$ cat src/hdl/sensor_readout_pkg.sv
package sensor_readout_pkg;

  // ==========================================================
  // Widths
  localparam int CHANNELS = 8;
  localparam int CFG_WIDTH = 9;
  localparam int THR_WIDTH = 24;
  localparam int DATA_WIDTH = 8;
  localparam int CODE_WIDTH = 6;
  localparam int COUNT_WIDTH = 6;

  // ==========================================================
  // Field positions
  localparam int CFG_SELF_TEST_POS = 8;
  localparam int THR_GND_LOW_LSB = 18;
  localparam int THR_GND_HIGH_LSB = 12;
  localparam int THR_SUP_LOW_LSB = 6;
  localparam int THR_SUP_HIGH_LSB = 0;

  // ==========================================================
  // Reset values
  localparam logic [CFG_WIDTH-1:0] CFG_RESET = 9'h000;
  localparam logic [THR_WIDTH-1:0] THR_RESET = 24'h00_0000;
  localparam logic [DATA_WIDTH-1:0] DATA_RESET = 8'h00;

  // ==========================================================
  // Timing
  localparam int CLK_HZ = 50_000_000;
  localparam int CLK_PERIOD_NS = 20;
  localparam int DEBOUNCE_MS = 60;
  localparam int DEBOUNCE_CYCLES = (CLK_HZ / 1000) * DEBOUNCE_MS;
  localparam int INT_PULSE_NS = 1000;
  localparam int INT_PULSE_CYCLES = INT_PULSE_NS / CLK_PERIOD_NS;
  localparam logic [COUNT_WIDTH-1:0] MIN_COMMIT_CLOCKS = 6'h08;

  // ==========================================================
  // Serial targets, Gray coded
  typedef enum logic [1:0] {
    TGT_CONFIG = 2'b00,
    TGT_THRESH = 2'b01,
    TGT_DATA = 2'b11
  } target_e;

endpackage

$ cat src/hdl/discrete_sensor_spi_readout.sv
// How it works
// - Mode bit 0 enables pull-down and uses supply low/high comparator results.
// - Mode bit 1 enables pull-up and uses ground low/high comparator results.
// - Output sets above high threshold, clears below low threshold, else holds.
// - Self-test mode follows configuration bit 9.
// - In self-test each high result is forced to its mode bit, each low result to its inverse.
// - Debounce on: sample every 60 ms, update only when two samples agree.
// - Threshold word holds four 6-bit codes at fixed bit fields.
// - SPI mode 0; input sampled and output advanced on rising clock.
// - MSB first; chip select rising ends transfer and resets serial logic.
// - Write commits only after 8 clocks; partial content then still latched.
// - Serial output undriven while chip select high; no minimum clock rate.
// - Channels stay disabled until configuration has been written.
// - Select pins choose configuration, threshold or data target.
// - Chip select falling in data mode latches sensors, shows bit 8.
// - Data read shifts serial input into data register, top bit first.
// - Configuration shifts self-test bit first, then channels 8 down to 1.
// - Any sensor output change drives the interrupt low for 1 us.
// - Reset clears the serial, configuration, threshold and sensor registers and leaves sense inputs undriven.
module discrete_sensor_spi_readout #(
  parameter int DEBOUNCE_CYCLES = sensor_readout_pkg::DEBOUNCE_CYCLES
) (
  // Clock and reset
  input wire logic clk,
  input wire logic rst_b,
  input wire logic master_reset_pin_b,
  // SPI pins
  input wire logic sck,
  input wire logic cs_b,
  input wire logic si,
  output logic so,
  output logic so_oe,
  input wire logic function_select_lo,
  input wire logic function_select_hi,
  // Mode pins
  input wire logic debounce_enable_pin,
  // Analog comparator results per channel
  input wire logic [7:0] gnd_above_high,
  input wire logic [7:0] gnd_below_low,
  input wire logic [7:0] sup_above_high,
  input wire logic [7:0] sup_below_low,
  // Sense network and threshold DAC controls
  output logic [7:0] pull_up_enable,
  output logic [7:0] pull_down_enable,
  output logic [5:0] ground_low_code,
  output logic [5:0] ground_high_code,
  output logic [5:0] supply_low_code,
  output logic [5:0] supply_high_code,
  // Open-drain interrupt
  output logic int_out,
  output logic int_oe
);

  // ==========================================================
  // Pin synchronisers
  localparam int NSYNC = 39;
  logic [NSYNC-1:0] pin_meta;
  logic [NSYNC-1:0] pin_sync;
  wire [NSYNC-1:0] pin_raw = {master_reset_pin_b, sck, cs_b, si, function_select_lo, function_select_hi,
                              debounce_enable_pin, gnd_above_high, gnd_below_low, sup_above_high,
                              sup_below_low};

  // Reset to idle pin levels (select and master reset high), so release makes no false edge
  always_ff @(posedge clk) begin
    if (!rst_b) begin
      pin_meta <= 39'h50_0000_0000;
      pin_sync <= 39'h50_0000_0000;
    end else begin
      pin_meta <= pin_raw;
      pin_sync <= pin_meta;
    end
  end

  wire mr_s = pin_sync[38];
  wire sck_s = pin_sync[37];
  wire cs_s = pin_sync[36];
  wire si_s = pin_sync[35];
  wire sel_lo_s = pin_sync[34];
  wire sel_hi_s = pin_sync[33];
  wire debounce_enable_pin_s = pin_sync[32];
  wire [7:0] g_above = pin_sync[31:24];
  wire [7:0] g_below = pin_sync[23:16];
  wire [7:0] s_above = pin_sync[15:8];
  wire [7:0] s_below = pin_sync[7:0];

  wire hw_reset = !rst_b || !mr_s;

  // ==========================================================
  // Serial clock and select edges
  logic sck_q;
  logic cs_q;
  always_ff @(posedge clk) begin
    if (hw_reset) begin
      sck_q <= 1'b0;
      cs_q <= 1'b1;
    end else begin
      sck_q <= sck_s;
      cs_q <= cs_s;
    end
  end
  wire sck_rise = sck_s && !sck_q && !cs_s;
  wire cs_fall = !cs_s && cs_q;
  wire cs_rise = cs_s && !cs_q;

  // ==========================================================
  // Registers
  logic [8:0] config_reg;
  logic [23:0] threshold;
  logic configured;
  logic [7:0] sensor_state;
  logic [23:0] shift_reg;
  logic [5:0] bit_count;
  sensor_readout_pkg::target_e target;
  logic [23:0] next_shift;
  sensor_readout_pkg::target_e next_target;

  wire [7:0] mode_bits = config_reg[7:0];
  wire self_test = config_reg[sensor_readout_pkg::CFG_SELF_TEST_POS];

  // Target decode: lower select pin wins over upper
  assign next_target = sel_lo_s ? sensor_readout_pkg::TGT_DATA :
                       sel_hi_s ? sensor_readout_pkg::TGT_THRESH : sensor_readout_pkg::TGT_CONFIG;

  // Shift path; each target shifts only within its own width, MSB first
  always_comb begin
    next_shift = shift_reg;
    if (cs_fall) begin
      case (next_target)
        sensor_readout_pkg::TGT_CONFIG: next_shift = {15'h0000, config_reg};
        sensor_readout_pkg::TGT_THRESH: next_shift = threshold;
        sensor_readout_pkg::TGT_DATA: next_shift = {16'h0000, sensor_state};
        default: next_shift = shift_reg;
      endcase
    end else if (sck_rise) begin
      case (target)
        sensor_readout_pkg::TGT_CONFIG: next_shift = {15'h0000, shift_reg[7:0], si_s};
        sensor_readout_pkg::TGT_THRESH: next_shift = {shift_reg[22:0], si_s};
        sensor_readout_pkg::TGT_DATA: next_shift = {16'h0000, shift_reg[6:0], si_s};
        default: next_shift = shift_reg;
      endcase
    end
  end

  // Serial state; fully edge driven so any slow clock rate works
  always_ff @(posedge clk) begin
    if (hw_reset || cs_rise) begin
      shift_reg <= 24'h00_0000;
      bit_count <= 6'h00;
    end else begin
      shift_reg <= next_shift;
      if (cs_fall) begin
        bit_count <= 6'h00;
      end else if (sck_rise && bit_count != 6'h3f) begin
        bit_count <= bit_count + 6'h01;
      end
    end
  end

  always_ff @(posedge clk) begin
    if (hw_reset) begin
      target <= sensor_readout_pkg::TGT_CONFIG;
    end else if (cs_fall) begin
      target <= next_target;
    end
  end

  // Commit on select rising; short bursts are taken as noise
  wire commit = cs_rise && (bit_count >= sensor_readout_pkg::MIN_COMMIT_CLOCKS);
  always_ff @(posedge clk) begin
    if (hw_reset) begin
      config_reg <= sensor_readout_pkg::CFG_RESET;
      threshold <= sensor_readout_pkg::THR_RESET;
      configured <= 1'b0;
    end else if (commit && target == sensor_readout_pkg::TGT_CONFIG) begin
      config_reg <= shift_reg[8:0];
      configured <= 1'b1;
    end else if (commit && target == sensor_readout_pkg::TGT_THRESH) begin
      threshold <= shift_reg;
    end
  end

  // Serial output from a flop; undriven while deselected
  always_ff @(posedge clk) begin
    if (hw_reset) begin
      so <= 1'b0;
      so_oe <= 1'b0;
    end else begin
      so_oe <= !cs_s;
      case (target == next_target || !cs_fall ? target : next_target)
        sensor_readout_pkg::TGT_CONFIG: so <= next_shift[8];
        sensor_readout_pkg::TGT_THRESH: so <= next_shift[23];
        sensor_readout_pkg::TGT_DATA: so <= next_shift[7];
        default: so <= 1'b0;
      endcase
    end
  end

  // ==========================================================
  // Sense network and DAC codes
  assign pull_up_enable = configured ? mode_bits : 8'h00;
  assign pull_down_enable = configured ? ~mode_bits : 8'h00;
  assign ground_low_code = threshold[sensor_readout_pkg::THR_GND_LOW_LSB +: 6];
  assign ground_high_code = threshold[sensor_readout_pkg::THR_GND_HIGH_LSB +: 6];
  assign supply_low_code = threshold[sensor_readout_pkg::THR_SUP_LOW_LSB +: 6];
  assign supply_high_code = threshold[sensor_readout_pkg::THR_SUP_HIGH_LSB +: 6];

  // Comparator selection by mode; self-test forces the result
  wire [7:0] mode_above = (mode_bits & g_above) | (~mode_bits & s_above);
  wire [7:0] mode_below = (mode_bits & g_below) | (~mode_bits & s_below);
  wire [7:0] cmp_above = self_test ? mode_bits : mode_above;
  wire [7:0] cmp_below = self_test ? ~mode_bits : mode_below;

  // Hysteresis; a disabled channel reads low
  logic [7:0] cmp_state;
  always_ff @(posedge clk) begin
    if (hw_reset || !configured) begin
      cmp_state <= 8'h00;
    end else begin
      cmp_state <= cmp_above | (cmp_state & ~cmp_below);
    end
  end

  // ==========================================================
  // Debounce sampler
  logic [31:0] debounce_enable_pin_timer;
  logic [7:0] last_sample;
  wire debounce_enable_pin_tick = debounce_enable_pin_timer == 32'(DEBOUNCE_CYCLES - 1);
  always_ff @(posedge clk) begin
    if (hw_reset || debounce_enable_pin_tick) begin
      debounce_enable_pin_timer <= 32'h0000_0000;
    end else begin
      debounce_enable_pin_timer <= debounce_enable_pin_timer + 32'h0000_0001;
    end
  end

  // Agreement is judged between the previous and the current sample
  wire [7:0] agree = ~(cmp_state ^ last_sample);
  always_ff @(posedge clk) begin
    if (hw_reset) begin
      last_sample <= 8'h00;
      sensor_state <= sensor_readout_pkg::DATA_RESET;
    end else if (!debounce_enable_pin_s) begin
      last_sample <= cmp_state;
      sensor_state <= cmp_state;
    end else if (debounce_enable_pin_tick) begin
      last_sample <= cmp_state;
      sensor_state <= (agree & cmp_state) | (~agree & sensor_state);
    end
  end

  // ==========================================================
  // Interrupt pulse
  logic [7:0] state_q;
  logic [5:0] int_count;
  wire state_changed = state_q != sensor_state;
  always_ff @(posedge clk) begin
    if (hw_reset) begin
      state_q <= 8'h00;
      int_count <= 6'h00;
    end else begin
      state_q <= sensor_state;
      if (state_changed) begin
        int_count <= 6'(sensor_readout_pkg::INT_PULSE_CYCLES);
      end else if (int_count != 6'h00) begin
        int_count <= int_count - 6'h01;
      end
    end
  end
  assign int_out = 1'b0;
  assign int_oe = int_count != 6'h00;
endmodule

$ cat config.mk
export PLATFORM = sky130hd
export DESIGN_NAME = discrete_sensor_spi_readout
export DESIGN_NICKNAME = d
export VERILOG_FILES = /design/src/hdl/sensor_readout_pkg.sv /design/src/hdl/discrete_sensor_spi_readout.sv
export SDC_FILE = /design/constraint.sdc
export NUM_CORES = 1
export LEC_CHECK = 0
export ABC_AREA = 1
export BUFFER_PORTS_ARGS = -buffer_cell sky130_fd_sc_hd__buf_2
export CORE_MARGIN = 5
export CORE_UTILIZATION = 30
export CTS_BUF_LIST = sky130_fd_sc_hd__clkbuf_16
export DETAILED_ROUTE_END_ITERATION = 6
export PLACE_DENSITY = 0.48
export RECOVER_POWER = 100
export SETUP_SLACK_MARGIN = 0.2
export SYNTH_ARGS = -nofsm -noshare
export SYNTH_HDL_FRONTEND = slang
export SYNTH_SLANG_ARGS = --single-unit
$ cat constraint.sdc
create_clock -name clk -period 1.64 [get_ports clk]
set_input_delay 0.082 -clock clk [delete_from_list [all_inputs] [get_ports clk]]
set_output_delay 0.082 -clock clk [all_outputs]
set_load 0.01 [all_outputs]
* Word level (Yosys, flattened, before mapping)
Index checks and enable logic that the tools add are counted.
Word-level totals: bits of input ports 41, word-level logic and storage cells 102, output and inout bits 44, register bits 218
Operators by class: add/subtract/negate cells 3, eq/ne operators 12, bitwise gates (word level) 17, mux-type cells 18, reductions and logical operators 31, magnitude comparators 1
Operators by type and width (count):
- one-hot mux 24 bit (3 select lines) | 2
- 2-to-1 mux 8 bit | 8
- AND 8 bit | 7
- 2-to-1 mux 24 bit | 2
- adder 32 x 1 -> 32 bit (second input constant) | 1
- == test 32 x 22 -> 1 bit (second input constant) | 1
- inverter 8 bit | 4
- OR 8 bit | 4
- 2-to-1 mux 6 bit | 2
- logical AND 1 bit | 8
- inequality test 8 bit | 1
- XOR 8 bit | 1
- logical NOT 1 bit | 7
- adder 6 x 1 -> 6 bit (second input constant) | 1
- == test 2 x 1 -> 1 bit (second input constant) | 3
- == test 2 bit (second input constant) | 3
- greater-or-equal comparator 6 x 4 -> 1 bit (second input constant) | 1
- logical NOT 2 bit | 3
- inequality test 6 bit (second input constant) | 1
- nonzero test 6 bit | 1
- subtractor 6 x 1 -> 6 bit (second input constant) | 1
- logical OR 1 bit | 5
- 2-to-1 mux 2 bit | 2
- inequality test 4 x 1 -> 1 bit (second input constant) | 1
- 10 further kinds | 12

* Longest topological paths before layout
depth in word-level cells 7, mapped depth 11, gate-level depth less buffers 11

* Least setup slack after synthesis
No wires, ideal clock.
kind reg2reg, start point register debounce_enable_pin_timer[0], end point register last_sample[2], setup slack 62 ps, library setup time 116 ps, data arrival time 1462 ps, cell stages (with the launch flop) 12, cell sequence dfxtp_1 > ha_1 > nand2_2 > nor2_8 > nand2_1 > nor2_1 > nand2_1 > nand2_2 > buf_6 > inv_1 > nor2_1 > nor2_1
Between the ends: longest elaborated chain between the ends 2
RTL lines:
- start, declared | RTL line discrete_sensor_spi_readout.sv:225 | logic [31:0] debounce_enable_pin_timer;
- start signal, assigned | RTL line discrete_sensor_spi_readout.sv:232 | debounce_enable_pin_timer <= debounce_enable_pin_timer + 32'h0000_0001;
- == test 32 x 22 -> 1 bit | RTL line discrete_sensor_spi_readout.sv:227 | wire debounce_enable_pin_tick = debounce_enable_pin_timer == 32'(DEBOUNCE_CYCLES - 1);
- inequality test 2 x 1 -> 1 bit (no line)
- end signal, assigned | RTL line discrete_sensor_spi_readout.sv:243 | last_sample <= cmp_state;
- end signal, assigned | RTL line discrete_sensor_spi_readout.sv:246 | last_sample <= cmp_state;
- end, declared | RTL line discrete_sensor_spi_readout.sv:226 | logic [7:0] last_sample;
Every way passes these cells. A chain may end at the register's enable or synchronous reset.

* Worst setup path after layout
start point register debounce_enable_pin_timer[11], end point register debounce_enable_pin_timer[5]
Between the ends: longest elaborated chain between the ends 2
RTL lines:
- == test 32 x 22 -> 1 bit | RTL line discrete_sensor_spi_readout.sv:227
- logical OR 1 bit | RTL line discrete_sensor_spi_readout.sv:229 | if (hw_reset || debounce_enable_pin_tick) begin
Every way passes these cells.

==> results.cfg <==
[yosys]
synth-async-reset-ratio = 0
yosysTopAreaCellShare = 0.498
yosys_register_bits = 218
synth_enable_flop_cells = 0
synthFlopType = dfxtp_1
synth_fp_nets = 1251
yosysTopAreaCell = dfxtp_1
synth_area_leaders = dfxtp_1, nand2_1, inv_1, nor2_1, o21ai_0
yosysWarnings = 0
syn_inst = 1206
netlist_area_mm2 = 0.00876
ys_types = 38
yosysSeqAreaShare = 0.498
synth_area_per_cell_um2 = 7.27

[route]
drc_errors = 0
drt-initial-drc-count = 403
routed_wl_um = 23500
drt_first_pass_iters = 5
wl_per_cell_um = 13.1
ant_nets = 0
via_per_inst = 4.33
dr_total_vias = 7787

[sta]
fin_crit_ps = 1600
fin_crit_sh = 0.976
hold_viol_final = 0
rsz0062_at_grt = yes
max_freq_mhz = 625
fin_setup_tns_ps = 0
finalMaxSlewViolations = 0
finalSetupViolations = 0
worst_slew_pin_slew_ps = 1340
slew_headroom = 0.104
worst_slack_ps = 40.2
skew_ps = 15.2

[layout]
final_nets = 1441
final_cell_mix = nand2_1, inv_1, dfxtp_1
layout_commonest_cell = nand2_1
drive_above_1_share = 0.228
multi_input_area_mm2 = 0.00389
fin_area_mm2 = 0.0119
final_cells = 1799
num_antenna_cells = 0
syn_to_final_growth_pct = 35.5
nFillCells = 2983
reg_top3 = pin_meta (39), pin_sync (39), debounce_enable_pin_timer (32)
post-route-util = 0.413
register_area_mm2 = 0.00440

[die]
num_io_pins = 85
initial_core_util = 0.305
die_area_mm2 = 0.0327
rows = 62
fp.dieW_um = 181
core-area_mm2 = 0.0288
die_y_um = 181

[worst_setup_path]
crit_arrival_ps = 2010
path_class = register to register
r2r_slack_ps = 40
crit_path_max_fanout = 8
critPathLaunchType = register
worstSetupEndpointType = register
required_ps = 2050

[clock_network]
cts_tree = yes
cts.sinks = 218
cts_root_buffer = clkbuf_16
htreeDepth = 1
clk_latency_ps = 520
clkTransAtPathRegs_ps = 70
cts_inserted_buffers = 25
cts_buffer_depth = 3

[power]
peakVddDrop_v = 0.000682
p_per_area_mw_per_mm2 = 938
leakagePower_nw = 5.38

[grt]
grt_pass1_vias = 7525
grt_max_degree = 79
grt_pass1_wl_um = 37900
globalRouteTotalUtil = 0.136
antenna_found_initial = 0
grt_overflow = 0

[place]
gp_congestion = 0.838
placed_cell_area_mm2 = 0.00983
dp_slack_ps = 62.2
port_buffers = 83
place_inst = 1672
post-dp-hpwl_um = 15500

[status]
status = completed

[run]
maxCapViolCount = 0

[min_path]
hold_path.class = input port to register
## critical path: stages, from the launching register on
cell and delay [ps]:
dfxtp_2 350, inv_2 70, nand2_1 50, nor2_1 140, nand2_1 90, nor2_2 120
nand2_2 80, buf_6 130, nand2_8 60, clkbuf_4 130, buf_4 210, a21oi_2 40
## routing by layer
layer	wire length, µm	global-route usage	up-vias
met5	0	0	-
met4	490	0.0302	0
met3	817	0.0217	40
met2	10500	0.223	132
met1	11700	0.189	3497
li1	-	-	4118
## where the power goes
| group | internal, mW | switching (mW) |
|---|---|---|
| clock network | 2.93 | 2.17 |
| registers | 5.41 | 0.0496 |
| logic | 0.268 | 0.315 |
| total | 8.60 | 2.54 |
## final timing paths
path / start / endpoint / cells past startpoint
setup / recovery: debounce_enable_pin_timer[11]$_SDFF_PP0_ / debounce_enable_pin_timer[5]$_SDFF_PP0_ / 11
hold / removal: rst_b / shift_reg[21]$_SDFFE_PP0P_ / 5
setup reg to reg: debounce_enable_pin_timer[11]$_SDFF_PP0_ / debounce_enable_pin_timer[5]$_SDFF_PP0_ / 11
hold reg to reg: pin_meta[4]$_SDFF_PN0_ / pin_sync[4]$_SDFF_PN0_ / 2
## through the flow
| stage | hold WS (ps) | power [mW] |
|---|---|---|
| floorplan | 167 | 5.81 |
| global placement | 263 | 5.99 |
| detailed placement | 268 | 5.99 |
| CTS | 106 | 11.3 |
| global route | 240 | 11.6 |
| finish | 212 | 11.1 |
## kinds of logic after synthesis
| group | Yosys count | synth area share |
|---|---|---|
| and+or+nand+nor | 504 | 0.238 |
| buffers and inverters | 256 | 0.114 |
| DFF | 218 | 0.498 |
| AOI/OAI and AO/OA | 203 | 0.124 |
| xor gates and xnor gates | 20 | 0.0200 |
| adders and majority gates | 4 | 0.00571 |
| other | 1 | 0.000428 |
## synth_stat cells, types with 2 or more instances
master,n
dfxtp_1,218
o211ai_1,7
xor2_1,6
o21ai_0,79
o22ai_1,13
buf_2,10
nand3_1,40
xnor2_1,14
inv_1,212
nand2_1,289
buf_4,4
o21ai_1,12
nor2_1,127
nor2_2,2
buf_1,2
buf_6,2
a21oi_1,77
nor2_4,3
a211oi_1,4
o21ai_2,3
nor3_1,17
a32oi_1,2
or2_2,2
clkbuf_1,20
nand4_1,9
inv_2,6
nand2_2,6
nor4_1,2
ha_1,4
a31oi_1,6
## layout make-up
type | count | share of cell area
clock buffers | 25 | 0.0527
multi-input cells | 732 | 0.328
flip-flops and latches | 218 | 0.371
inverters | 218 | 0.0704
repair buffers | 201 | 0.127
clock inverters | 21 | 0.0107
well taps | 384 | 0.0405
## what timing repair did
| item | CTS | global route |
|---|---|---|
| gates resized for setup | 111 | 133 |
| cloned | 6 | 3 |
| hold endpoints to repair | 39 | 0 |
| pin swaps | 27 | 31 |
| endpoints found under the setup margin | 101 | 109 |
| hold buffers | 39 | 0 |
| setup buffers | 16 | 17 |
(Power assumes the default switching activity.)
